**config.mk**
```make
export PLATFORM = sky130hd
export DESIGN_NAME = prc_timer_regs
export DESIGN_NICKNAME = d
export VERILOG_FILES = /design/src/verilog/prc_pkg.sv /design/src/verilog/prc_timer_regs.sv /design/src/verilog/prc_capture_chan.sv
export SDC_FILE = /design/constraint.sdc
export NUM_CORES = 1
export LEC_CHECK = 0
export BUFFER_PORTS_ARGS = -buffer_cell sky130_fd_sc_hd__buf_2
export CORE_AREA = 5 5 148 150
export CTS_BUF_LIST = sky130_fd_sc_hd__clkbuf_8
export CTS_CLUSTER_SIZE = 40
export DETAILED_ROUTE_END_ITERATION = 8
export DIE_AREA = 0 0 153 155
export PLACE_DENSITY_LB_ADDON = 0.1
export SLEW_MARGIN = 25
export SYNTH_ARGS = -nofsm -noshare
export SYNTH_HDL_FRONTEND = slang
export SYNTH_SLANG_ARGS = --single-unit
```
**constraint.sdc**
```tcl
create_clock -name clk -period 8.8 [get_ports clk]
set_input_delay 1.76 -clock clk [delete_from_list [all_inputs] [get_ports clk]]
set_output_delay 1.76 -clock clk [all_outputs]
set_load 0.01 [all_outputs]
```
**src/verilog/prc_pkg.sv**
```systemverilog
// Purpose: Shared constants and types for the PWM reload timer register block.
// Assumes: Byte registers sit at word addresses equal to four times their index.
// Notes: All registers reset to zero.
package prc_pkg;

  localparam logic [7:0] IDX_DUTY3 = 8'h73;
  localparam logic [7:0] IDX_DUTY2 = 8'h74;
  localparam logic [7:0] IDX_DUTY1 = 8'h75;
  localparam logic [7:0] IDX_DUTY0 = 8'h76;
  localparam logic [7:0] IDX_PWM_CTRL = 8'h77;
  localparam logic [7:0] IDX_TIMER_CS = 8'h78;
  localparam logic [7:0] IDX_COUNTER_ACCESS = 8'h79;
  localparam logic [7:0] IDX_RELOAD = 8'h7A;
  localparam logic [7:0] IDX_CAPTURE_CS = 8'h7B;
  localparam logic [7:0] IDX_CAPTURE1 = 8'h7C;
  localparam logic [7:0] IDX_CAPTURE2 = 8'h7D;
  localparam logic [7:0] IDX_IRQ_STATUS = 8'h7E;
  localparam logic [7:0] IDX_IRQ_MASK = 8'h7F;

  localparam logic [7:0] REG_RESET = 8'h00;
  localparam logic [7:0] CCS_RESERVED_MASK = 8'hC0;
  localparam int CCS_SENS_LSB = 4;
  localparam int CCS_IE_LSB = 2;
  localparam int CCS_FLAG_LSB = 0;
  localparam int TCS_FORCE_BIT = 2;
  localparam int TCS_OVF_BIT = 0;

  localparam int IRQ_CAP1_BIT = 0;
  localparam int IRQ_CAP2_BIT = 1;
  localparam int IRQ_OVF_BIT = 2;
  localparam int IRQ_W = 3;

  localparam logic [1:0] RESP_OKAY = 2'h0;
  localparam logic [1:0] RESP_SLVERR = 2'h2;

  typedef struct packed {
    logic [3:0][7:0] duty;
    logic [7:0] pwm_ctrl;
    logic [7:0] timer_cs;
    logic [7:0] counter_access;
    logic [7:0] reload;
  } prc_timer_cfg_s;

endpackage : prc_pkg

```
**src/verilog/prc_timer_regs.sv**
```systemverilog
// Purpose: Register map and two-channel input capture of an 8-bit reload timer.
// Assumes: AXI4-Lite master; counter_value and ovf_event come from the counter.
// Notes: Register byte address is four times the register index.
//
// Chosen here: the AXI4-Lite register port.
`timescale 1ns/1ps
module prc_timer_regs
  import prc_pkg::*;
#(
  parameter int ADDR_W = 12
)
(
  input wire logic clk,
  input wire logic reset,
  input wire logic s_axi_awvalid,
  output logic s_axi_awready,
  input wire logic [ADDR_W-1:0] s_axi_awaddr,
  input wire logic [2:0] s_axi_awprot,
  input wire logic s_axi_wvalid,
  output logic s_axi_wready,
  input wire logic [31:0] s_axi_wdata,
  input wire logic [3:0] s_axi_wstrb,
  output logic s_axi_bvalid,
  input wire logic s_axi_bready,
  output logic [1:0] s_axi_bresp,
  input wire logic s_axi_arvalid,
  output logic s_axi_arready,
  input wire logic [ADDR_W-1:0] s_axi_araddr,
  input wire logic [2:0] s_axi_arprot,
  output logic s_axi_rvalid,
  input wire logic s_axi_rready,
  output logic [31:0] s_axi_rdata,
  output logic [1:0] s_axi_rresp,
  input wire logic [1:0] capture_input_pin,
  input wire logic [7:0] counter_value,
  input wire logic ovf_event,
  output prc_timer_cfg_s timer_cfg,
  output logic force_reload,
  output logic [1:0] capture_irq_req,
  output logic irq
);

  typedef struct packed {
    prc_timer_cfg_s cfg;
    logic force_reload;
    logic [1:0] capture_sens;
    logic [1:0] capture_irq_enable;
    logic [1:0] capture_flag;
    logic [1:0][7:0] capture_value;
    logic [IRQ_W-1:0] irq_status;
    logic [IRQ_W-1:0] irq_mask;
    logic aw_have;
    logic aw_ok;
    logic [7:0] aw_idx;
    logic w_have;
    logic [7:0] w_data;
    logic w_lane0;
    logic bvalid;
    logic [1:0] bresp;
    logic rvalid;
    logic [7:0] rdata;
    logic [1:0] rresp;
  } prc_state_s;

  prc_state_s s_q;
  prc_state_s s_d;
  logic [1:0] capture;
  logic rd_take;
  logic rd_ok;
  logic [7:0] rd_idx;

  // Maps a byte address to a register index; the flag is low if unmapped.
  function automatic logic [8:0] prc_decode(input logic [ADDR_W-1:0] addr);
    logic [7:0] idx;
    logic ok;
    idx = addr[9:2];
    ok = (addr[1:0] == 2'h0) && (addr[ADDR_W-1:10] == '0) &&
      (idx >= IDX_DUTY3) && (idx <= IDX_IRQ_MASK);
    return {ok, idx};
  endfunction : prc_decode

  genvar g;
  generate
    for (g = 0; g < 2; g++)
    begin : g_chan
      prc_capture_chan u_chan (
        .clk(clk),
        .reset(reset),
        .capture_input_pin(capture_input_pin[g]),
        .rise_sel(s_q.capture_sens[g]),
        .blocked(s_q.capture_flag[g]),
        .capture(capture[g])
      );
    end
  endgenerate

  assign s_axi_awready = ~s_q.aw_have & ~s_q.bvalid;
  assign s_axi_wready = ~s_q.w_have & ~s_q.bvalid;
  assign s_axi_arready = ~s_q.rvalid;
  assign rd_take = s_axi_arvalid & s_axi_arready;
  assign {rd_ok, rd_idx} = prc_decode(s_axi_araddr);

  always_comb
  begin
    s_d = s_q;
    s_d.force_reload = 1'b0;

    if (s_axi_awvalid && s_axi_awready)
    begin
      s_d.aw_have = 1'b1;
      {s_d.aw_ok, s_d.aw_idx} = prc_decode(s_axi_awaddr);
    end
    if (s_axi_wvalid && s_axi_wready)
    begin
      s_d.w_have = 1'b1;
      s_d.w_data = s_axi_wdata[7:0];
      s_d.w_lane0 = s_axi_wstrb[0];
    end
    if (s_q.bvalid && s_axi_bready)
    begin
      s_d.bvalid = 1'b0;
    end

    // Write commits once both address and data are held.
    if (s_q.aw_have && s_q.w_have && !s_q.bvalid)
    begin
      s_d.aw_have = 1'b0;
      s_d.w_have = 1'b0;
      s_d.bvalid = 1'b1;
      s_d.bresp = s_q.aw_ok ? RESP_OKAY : RESP_SLVERR;
      if (s_q.aw_ok && s_q.w_lane0)
      begin
        if (s_q.aw_idx == IDX_DUTY3)
        begin
          s_d.cfg.duty[3] = s_q.w_data;
        end
        else if (s_q.aw_idx == IDX_DUTY2)
        begin
          s_d.cfg.duty[2] = s_q.w_data;
        end
        else if (s_q.aw_idx == IDX_DUTY1)
        begin
          s_d.cfg.duty[1] = s_q.w_data;
        end
        else if (s_q.aw_idx == IDX_DUTY0)
        begin
          s_d.cfg.duty[0] = s_q.w_data;
        end
        else if (s_q.aw_idx == IDX_PWM_CTRL)
        begin
          s_d.cfg.pwm_ctrl = s_q.w_data;
        end
        else if (s_q.aw_idx == IDX_TIMER_CS)
        begin
          // The force bit is a pulse and the overflow flag is hardware-owned.
          s_d.cfg.timer_cs[7:3] = s_q.w_data[7:3];
          s_d.cfg.timer_cs[1] = s_q.w_data[1];
          s_d.force_reload = s_q.w_data[TCS_FORCE_BIT];
        end
        else if (s_q.aw_idx == IDX_COUNTER_ACCESS)
        begin
          s_d.cfg.counter_access = s_q.w_data;
        end
        else if (s_q.aw_idx == IDX_RELOAD)
        begin
          s_d.cfg.reload = s_q.w_data;
        end
        else if (s_q.aw_idx == IDX_CAPTURE_CS)
        begin
          s_d.capture_sens = s_q.w_data[CCS_SENS_LSB +: 2];
          s_d.capture_irq_enable = s_q.w_data[CCS_IE_LSB +: 2];
        end
        else if (s_q.aw_idx == IDX_IRQ_MASK)
        begin
          s_d.irq_mask = s_q.w_data[IRQ_W-1:0];
        end
      end
    end

    if (s_q.rvalid && s_axi_rready)
    begin
      s_d.rvalid = 1'b0;
    end

    // Read data is latched with its side effects in the same cycle.
    if (rd_take)
    begin
      s_d.rvalid = 1'b1;
      s_d.rresp = rd_ok ? RESP_OKAY : RESP_SLVERR;
      s_d.rdata = REG_RESET;
      if (!rd_ok)
      begin
        s_d.rdata = REG_RESET;
      end
      else if (rd_idx == IDX_DUTY3)
      begin
        s_d.rdata = s_q.cfg.duty[3];
      end
      else if (rd_idx == IDX_DUTY2)
      begin
        s_d.rdata = s_q.cfg.duty[2];
      end
      else if (rd_idx == IDX_DUTY1)
      begin
        s_d.rdata = s_q.cfg.duty[1];
      end
      else if (rd_idx == IDX_DUTY0)
      begin
        s_d.rdata = s_q.cfg.duty[0];
      end
      else if (rd_idx == IDX_PWM_CTRL)
      begin
        s_d.rdata = s_q.cfg.pwm_ctrl;
      end
      else if (rd_idx == IDX_TIMER_CS)
      begin
        s_d.rdata = s_q.cfg.timer_cs;
        s_d.cfg.timer_cs[TCS_OVF_BIT] = 1'b0;
      end
      else if (rd_idx == IDX_COUNTER_ACCESS)
      begin
        s_d.rdata = s_q.cfg.counter_access;
      end
      else if (rd_idx == IDX_RELOAD)
      begin
        s_d.rdata = s_q.cfg.reload;
      end
      else if (rd_idx == IDX_CAPTURE_CS)
      begin
        s_d.rdata = {2'h0, s_q.capture_sens, s_q.capture_irq_enable,
          s_q.capture_flag} & ~CCS_RESERVED_MASK;
      end
      else if (rd_idx == IDX_CAPTURE1)
      begin
        s_d.rdata = s_q.capture_value[0];
        s_d.capture_flag[0] = 1'b0;
      end
      else if (rd_idx == IDX_CAPTURE2)
      begin
        s_d.rdata = s_q.capture_value[1];
        s_d.capture_flag[1] = 1'b0;
      end
      else if (rd_idx == IDX_IRQ_STATUS)
      begin
        s_d.rdata = {{(8-IRQ_W){1'b0}}, s_q.irq_status};
        s_d.irq_status = '0;
      end
      else
      begin
        s_d.rdata = {{(8-IRQ_W){1'b0}}, s_q.irq_mask};
      end
    end

    // Hardware sets come last so that a set wins over a clear.
    for (int i = 0; i < 2; i++)
    begin
      if (capture[i])
      begin
        s_d.capture_value[i] = counter_value;
        s_d.capture_flag[i] = 1'b1;
      end
    end
    if (capture[0])
    begin
      s_d.irq_status[IRQ_CAP1_BIT] = 1'b1;
    end
    if (capture[1])
    begin
      s_d.irq_status[IRQ_CAP2_BIT] = 1'b1;
    end
    if (ovf_event)
    begin
      s_d.cfg.timer_cs[TCS_OVF_BIT] = 1'b1;
      s_d.irq_status[IRQ_OVF_BIT] = 1'b1;
    end
  end

  always_ff @(posedge clk or posedge reset)
  begin
    if (reset)
    begin
      s_q <= '0;
    end
    else
    begin
      s_q <= s_d;
    end
  end

  assign s_axi_bvalid = s_q.bvalid;
  assign s_axi_bresp = s_q.bresp;
  assign s_axi_rvalid = s_q.rvalid;
  assign s_axi_rdata = {24'h000000, s_q.rdata};
  assign s_axi_rresp = s_q.rresp;
  assign timer_cfg = s_q.cfg;
  assign force_reload = s_q.force_reload;
  // Requests are plain levels from flags so they need no running clock edge.
  assign capture_irq_req = s_q.capture_flag & s_q.capture_irq_enable;
  assign irq = |(s_q.irq_status & s_q.irq_mask);

endmodule : prc_timer_regs

```
**src/verilog/prc_capture_chan.sv**
```systemverilog
// Purpose: One capture channel: pin synchroniser and selected-edge detector.
// Assumes: The pin is asynchronous to clk.
// Notes: The capture pulse is suppressed while the channel is blocked.
`timescale 1ns/1ps
module prc_capture_chan
  import prc_pkg::*;
(
  input wire logic clk,
  input wire logic reset,
  input wire logic capture_input_pin,
  input wire logic rise_sel,
  input wire logic blocked,
  output logic capture
);

  typedef struct packed {
    logic sync1;
    logic sync2;
    logic prev;
  } prc_chan_state_s;

  prc_chan_state_s s_q;
  prc_chan_state_s s_d;
  logic rise_edge;
  logic fall_edge;

  always_comb
  begin
    s_d = s_q;
    s_d.sync1 = capture_input_pin;
    s_d.sync2 = s_q.sync1;
    s_d.prev = s_q.sync2;
  end

  always_ff @(posedge clk or posedge reset)
  begin
    if (reset)
    begin
      s_q <= '0;
    end
    else
    begin
      s_q <= s_d;
    end
  end

  // Edges are found on the synchronised level only.
  assign rise_edge = s_q.sync2 & ~s_q.prev;
  assign fall_edge = ~s_q.sync2 & s_q.prev;
  assign capture = (rise_sel ? rise_edge : fall_edge) & ~blocked;

endmodule : prc_capture_chan

```
==> results.tsv, run 1 <==
stage	metric	value	unit
outcome	status	finished, final reports clean	
routing	DRT iter0 DRCs	335	
synthesis	FF+latch count, synth	130	
setup_path	crit start category	primary input	
floorplan	Core ar.	20600	um2
setup_path	Worst path depth	6	
setup_path	CP delay by family, top	compound AO/OA/AOI/OAI gates	
setup_path	CP max FO	16	
sta	Max Transition Viols Final	0	
clocking	clock root buffer	clkbuf_8	
finish	fin area	7650	um2
synthesis	Seq/Total Area, Yosys	0.465	
setup_path	worst path bufs/invs	1	
setup_path	CP Capture Type	register	
placed_design	hpwl dp	15.1	mm
global_route	grt ovf	0	
sta	Final Cycle Share	0.436	
synthesis	Post-Syn Area	6990	um2
synthesis	Post-synth EDFFs	0	
synthesis	Primary FF master, synth	dfrtp_1	
hold_path	HP Class	reg -> reg	
clocking	TritonCTS Buffers	17	
finish	commonest non-fill, non-tap cells in the layout	buf_2, dfrtp_1, mux2_2	
routing	final wirelength	20.4	mm
routing	DR vias	4797	
finish	n_diodes	0	
routing	Remaining DRCs	0	
clocking	Post-CTS Hold Buffers	0	
finish	commonest non-fill, non-tap cell in the layout	buf_2	
routing	drt wl/cell	21.3	um
finish	layout cell share with drive strength beyond 1	0.415	
sta	Peak Freq	261	MHz
floorplan	Die Area	23700	um2
synthesis	syn_area_per_cell	11.3	um2
floorplan	die height	155	um
pwr	Power Total	1.60	mW
sta	Setup WS post-layout	4.97	ns
sta	Clock Skews	0.00738	ns
placed_design	gpl congestion	0.868	
synthesis	Synth warnings	0	
setup_path	critical path, cell by cell	buf_2 > nand4b_1 > a2111oi_4 > a21boi_0 > nor2_1 > a21oi_1	
synthesis	Synth cell types	71	
clocking	clock buffer depth	2	
setup_path	Critical Path AT	4.20	ns
clocking	Clock Pin Slew Worst Setup and Hold Paths	0.07	ns
setup_path	delay of the slowest critical-path stage	1.11	ns
clocking	Resized Gates After CTS	0	
synthesis	Syn Inst Count	621	
floorplan	Die X	153	um
finish	Reg area	3250	um2
global_route	antenna violations before repair	0	
sta	Max transition margin	0.339	
setup_path	critical path class	in -> reg	
clocking	CTS H-tree lvls	4	
job	MaxCap Viol Count	0	
sta	Final Hold Viols	0	
routing	Vias/cell	5.00	
finish	area grow syn2layout	9.41	%
routing	drt first pass iters	4	
hold_path	Hold Path Depth	0	
setup_path	CP required	9.17	ns
global_route	first-pass GRT wire length	31.5	mm
finish	Final #Nets	756	
sta	final setup vio count	0	
placed_design	DP Area	7240	um2
synthesis	async set or reset register ratio after synthesis	1.00	
sta	minimum clock period	3.83	ns
clocking	CTS tree	built	
global_route	GRT Total Usage	0.173	
clocking	Skew-Pair Late Insertion Delay	0.44	ns
placed_design	count of buffers from port buffering	132	
floorplan	# rows	53	
clocking	# Post-CTS Setup Buffers	0	
pwr	leak pwr	3.73	nW
floorplan	# IOs	193	
setup_path	number of cells on the worst reg-to-reg path	5	
pwr	Worst IR Drop VDD	115	uV
setup_path	Slowest-stage cell, CP	a2111oi_4	
floorplan	Initial Util	0.340	
finish	Fillers	2110	
sta	Tightest Pin Transition	0.992	ns
clocking	CTS sink cnt	130	
sta	TNS Setup	0	ns
finish	area of the multi-input gates	2920	um2
global_route	pin count of the biggest net entering global routing	73	
routing	antenna-violating nets left	0	
sta	RSZ-0062 raised after global routing	no	
pwr	pwr dens	209	nW/um2
global_route	vias in the first global route	5109	
placed_design	DP Worst Slack	4.54	ns
==> final timing paths <==
path,endpoint,slack (ns),startpoint
setup / recovery,s_axi_rdata[0],4.97,s_axi_araddr[9]
hold / removal,g_chan[1].u_chan.s_d[0],0.35,g_chan[1].u_chan.s_d[1]
setup reg to reg,s_axi_rdata[0],6.45,s_axi_rvalid
hold reg to reg,g_chan[1].u_chan.s_d[0],0.35,g_chan[1].u_chan.s_d[1]
max in group asynchronous,timer_cfg[28],6.22,reset
min in group asynchronous,g_chan[1].u_chan.s_d[1],1.45,reset
==> logic make-up (layout without fill, tap and decap cells) <==
group                  count (synthesis)  count (layout)  share of synthesized area
buffers and inverters                139             177                      0.131
flip-flops                           130             130                      0.465
multiplexers                         120             120                      0.196
AND/OR/NAND/NOR                      119             119                     0.0939
AO/OA/AOI/OAI                        112             112                      0.114
other                                  1              27                   0.000536
==> cells in the mapped netlist (all sizes together) (4+ instances only) <==
cell      n  share of area
a21o      6         0.0064
a21oi    19          0.014
a22oi     6         0.0064
a31oi     4         0.0036
a32oi     5         0.0063
and2      4         0.0036
buf     116           0.12
clkbuf   12         0.0064
dfrtp   130           0.47
inv      10         0.0054
mux2    109           0.18
mux2i    11          0.016
nand2    37          0.020
nand2b    7         0.0063
nand3     8         0.0064
nand4     4         0.0036
nor2     19          0.010
nor2b     9         0.0080
nor3      8         0.0064
o211ai    4         0.0043
o21a      4         0.0043
o21ai    21          0.015
o221ai    4         0.0050
o22ai     9         0.0080
or3       4         0.0043
==> final cells by class <==
class	count	area share
sequential	130	0.425
multi-input combinational	378	0.382
tap	275	0.0450
timing repair buffer	134	0.0888
clock buffer	22	0.0396
inverter	11	0.00572
clock inverter	10	0.0139
==> sequential cells by signal, indices dropped and copies added (netlist names) <==
signal	cells
s_axi_rdata	8
s_axi_bresp	1
s_axi_bvalid	1
s_axi_rvalid	1
s_axi_rresp	1
force_reload	1
s_q	48
timer_cfg	63
g_chan.u_chan.s_q	2
g_chan.u_chan.s_d	4
==> worst reg2reg max path, stage by stage (launching register included) <==
cell and delay [ns]:
dfrtp_1 0.41, or4b_4 0.52, a2111oi_4 0.78, a21boi_0 0.33, nor2_1 0.09, a21oi_1 0.15
==> metal layers <==
metal	wire length (um)	global-route usage
met1	9480	0.233
met2	9680	0.282
met3	949	0.0364
met4	294	0.0539
met5	0	0
==> per-stage QoR <==
step                       util  hold WS (ns)  std cells
after floorplan               -         0.331        647
after global placement    0.352         0.335        928
after detailed placement  0.352         0.337        928
after CTS                 0.372         0.356        960
after global routing      0.372         0.370        960
final                     0.372         0.352        960
==> report_power, final <==
part | internal, mW | total (mW) | switching [mW]
sequential | 0.688 | 0.823 | 0.134
combinational | 0.129 | 0.249 | 0.120
clock | 0.287 | 0.527 | 0.240
total | 1.10 | 1.60 | 0.494
(Power assumes the default switching activity.)
==> run 2, diff against run 1 <==
Settings changed: ABC_AREA from default to 1, CORE_AREA 5 5 148 150 to 5 5 147 149, DIE_AREA 0 0 153 155 to 0 0 152 154.
Clock period 8.8 ns to 3.6 ns, I/O delays scaled along.
==> run 2 against run 1 <==
  * Synthesized area is 1.7% lower
  * Final area is 0.82% lower
  * Die area is 1.3% lower
  * Clock power grew to 2.6 times the previous value
  * Via count is 11% higher
  * Critical path depth is 8 higher
  * Total power is 120% higher
  * Global-route usage is 0.79 points lower
  * Synthesized cell count is 38% higher
  * Flip-flop and latch count stayed put
  * Count of clock-buffer cells in the layout is 3 lower
==> results.tsv, run 2 <==
stage	metric	value	unit
global_route	pin count of the biggest net entering global routing	57	
finish	area grow syn2layout	10.4	%
clocking	Post-CTS Hold Buffers	0	
setup_path	CP max FO	11	
pwr	leak pwr	4.14	nW
clocking	clock buffer depth	2	
synthesis	Synth cell types	41	
hold_path	HP Class	reg -> reg	
global_route	vias in the first global route	5162	
sta	Final Cycle Share	0.697	
finish	commonest non-fill, non-tap cell in the layout	nand2_1	
sta	Max transition margin	0.481	
sta	Final Hold Viols	0	
sta	Tightest Pin Transition	0.777	ns
synthesis	Area contributors post-synth	dfrtp_1, nand2_1, buf_4	
synthesis	most frequent cell after synthesis	nand2_1	
sta	final setup vio count	0	
synthesis	FF+latch count, synth	130	
floorplan	die height	154	um
finish	Fillers	2162	
synthesis	Primary FF master, synth	dfrtp_1	
clocking	CTS H-tree lvls	4	
floorplan	Core ar.	20000	um2
sta	TNS Setup	0	ns
routing	Remaining DRCs	0	
synthesis	Post-synth EDFFs	0	
routing	DR vias	5311	
outcome	status	finished, final reports clean	
sta	Clock Skews	0.0146	ns
placed_design	count of buffers from port buffering	132	
finish	non-filler instance count after layout	1200	
synthesis	Post-Syn Area	6880	um2
placed_design	gpl congestion	0.812	
synthesis	async set or reset register ratio after synthesis	1.00	
clocking	# Post-CTS Setup Buffers	0	
routing	Vias/cell	4.43	
placed_design	hpwl dp	14.4	mm
global_route	grt ovf	0	
synthesis	Seq/Total Area, Yosys	0.473	
job	MaxCap Viol Count	0	
synthesis	area leader, netlist	dfrtp_1	
floorplan	# rows	52	
setup_path	CP required	3.93	ns
finish	Final #Nets	1003	
sta	RSZ-0062 raised after global routing	no	
clocking	clock root buffer	clkbuf_8	
routing	DRT iter0 DRCs	344	
clocking	CTS tree	built	
clocking	Skew-Pair Late Insertion Delay	0.44	ns
setup_path	crit start category	primary input	
placed_design	Cells after DPL	1170	
setup_path	CP Capture Type	register	
routing	drt first pass iters	5	
clocking	Clock Pin Slew Worst Setup and Hold Paths	0.08	ns
floorplan	Die Area	23400	um2
finish	n_diodes	0	
synthesis	syn_area_per_cell	8.01	um2
routing	antenna-violating nets left	0	
synthesis	top cells by count, synth	nand2_1, dfrtp_1, buf_4, o21ai_0, inv_1	
pwr	pwr dens	472	nW/um2
floorplan	Initial Util	0.343	
routing	final wirelength	19.4	mm
synthesis	Synth warnings	0	
finish	layout cell share with drive strength beyond 1	0.226	
global_route	antenna violations before repair	0	
setup_path	Critical Path AT	2.84	ns
global_route	first-pass GRT wire length	30.3	mm
pwr	Worst IR Drop VDD	292	uV
sta	minimum clock period	2.51	ns
sta	Peak Freq	398	MHz
synthesis	Syn Inst Count	858	
synthesis	post-synth top area share	0.473	
clocking	CTS sink cnt	130	
finish	commonest non-fill, non-tap cells in the layout	nand2_1, buf_2, dfrtp_1	
sta	Max Transition Viols Final	0	
clocking	TritonCTS Buffers	17	
finish	max reg flops	63	
clocking	Resized Gates After CTS	0	
floorplan	Die X	152	um
routing	drt wl/cell	16.1	um
floorplan	# IOs	193	
global_route	GRT Total Usage	0.165	
setup_path	critical path class	in -> reg	
run 2: through the flow:
step | util | hold WS (ns) | setup WS [ns] | cell area [um2] | power [mW]
after CTS | 0.379 | 0.353 | 1.13 | 7590 | 3.63
after global routing | 0.379 | 0.342 | 0.916 | 7590 | 3.78
final | 0.379 | 0.352 | 1.09 | 7590 | 3.58
after floorplan | - | 0.331 | 1.27 | 6980 | 2.04
after detailed placement | 0.358 | 0.335 | 0.652 | 7170 | 2.27
after global placement | 0.358 | 0.333 | 0.651 | 7170 | 2.27
run 2: worst max-delay path, stage by stage:
cell and delay (ns):
buf_2 0.09, inv_1 0.07, nand2_1 0.06, nor2_2 0.38, nand2_1 0.33, or2_2 0.36, nand3_1 0.11, nand3_1 0.12
nand2_1 0.11, nand3b_1 0.13, nand2_1 0.12, nand2_1 0.08, nand2_1 0.08, nand2_1 0.05
run 2: where the power goes:
group,switching (mW),internal (mW)
registers,0.0629,1.58
logic,0.442,0.139
clock network,0.582,0.779
total,1.09,2.49
run 2: logic make-up after synthesis:
kind of cell | count (synthesis) | share of synthesized area
AO/OA/AOI/OAI | 137 | 0.116
buffers and inverters | 202 | 0.170
flip-flops | 130 | 0.473
multiplexers | 4 | 0.00655
other | 1 | 0.000545
AND/OR/NAND/NOR | 384 | 0.235
run 2: layout make-up:
cell class	instances	area, um2	area share
Clock inverter	11	163	0.0214
Sequential cell	130	3250	0.429
Inverter	84	319	0.0420
Timing Repair Buffer	134	701	0.0923
Clock buffer	19	262	0.0345
Multi-Input combinational cell	552	2550	0.337
Tap cell	270	338	0.0445
run 2: worst paths after layout:
kind                                          from  slack, ns  cells after the start                 endpoint
setup / recovery                   s_axi_araddr[9]       1.09                     14           s_axi_rdata[5]
hold / removal             g_chan[1].u_chan.s_d[1]       0.35                      0  g_chan[1].u_chan.s_d[0]
setup reg to reg                      s_axi_bvalid       1.56                     10             timer_cfg[5]
hold reg to reg            g_chan[1].u_chan.s_d[1]       0.35                      0  g_chan[1].u_chan.s_d[0]
max in group asynchronous                    reset       2.43                      3                  s_q[35]
min in group asynchronous                    reset       0.41                      2            timer_cfg[19]
run 2: routing by layer:
metal / share of wire / GRT usage / vias to the layer above
met3: 0.049 / 0.0478 / 9
met4: 0.0070 / 0.0300 / 0
li1: - / - / 2714
met1: 0.49 / 0.234 / 2460
met2: 0.46 / 0.255 / 128
met5: 0 / 0 / -
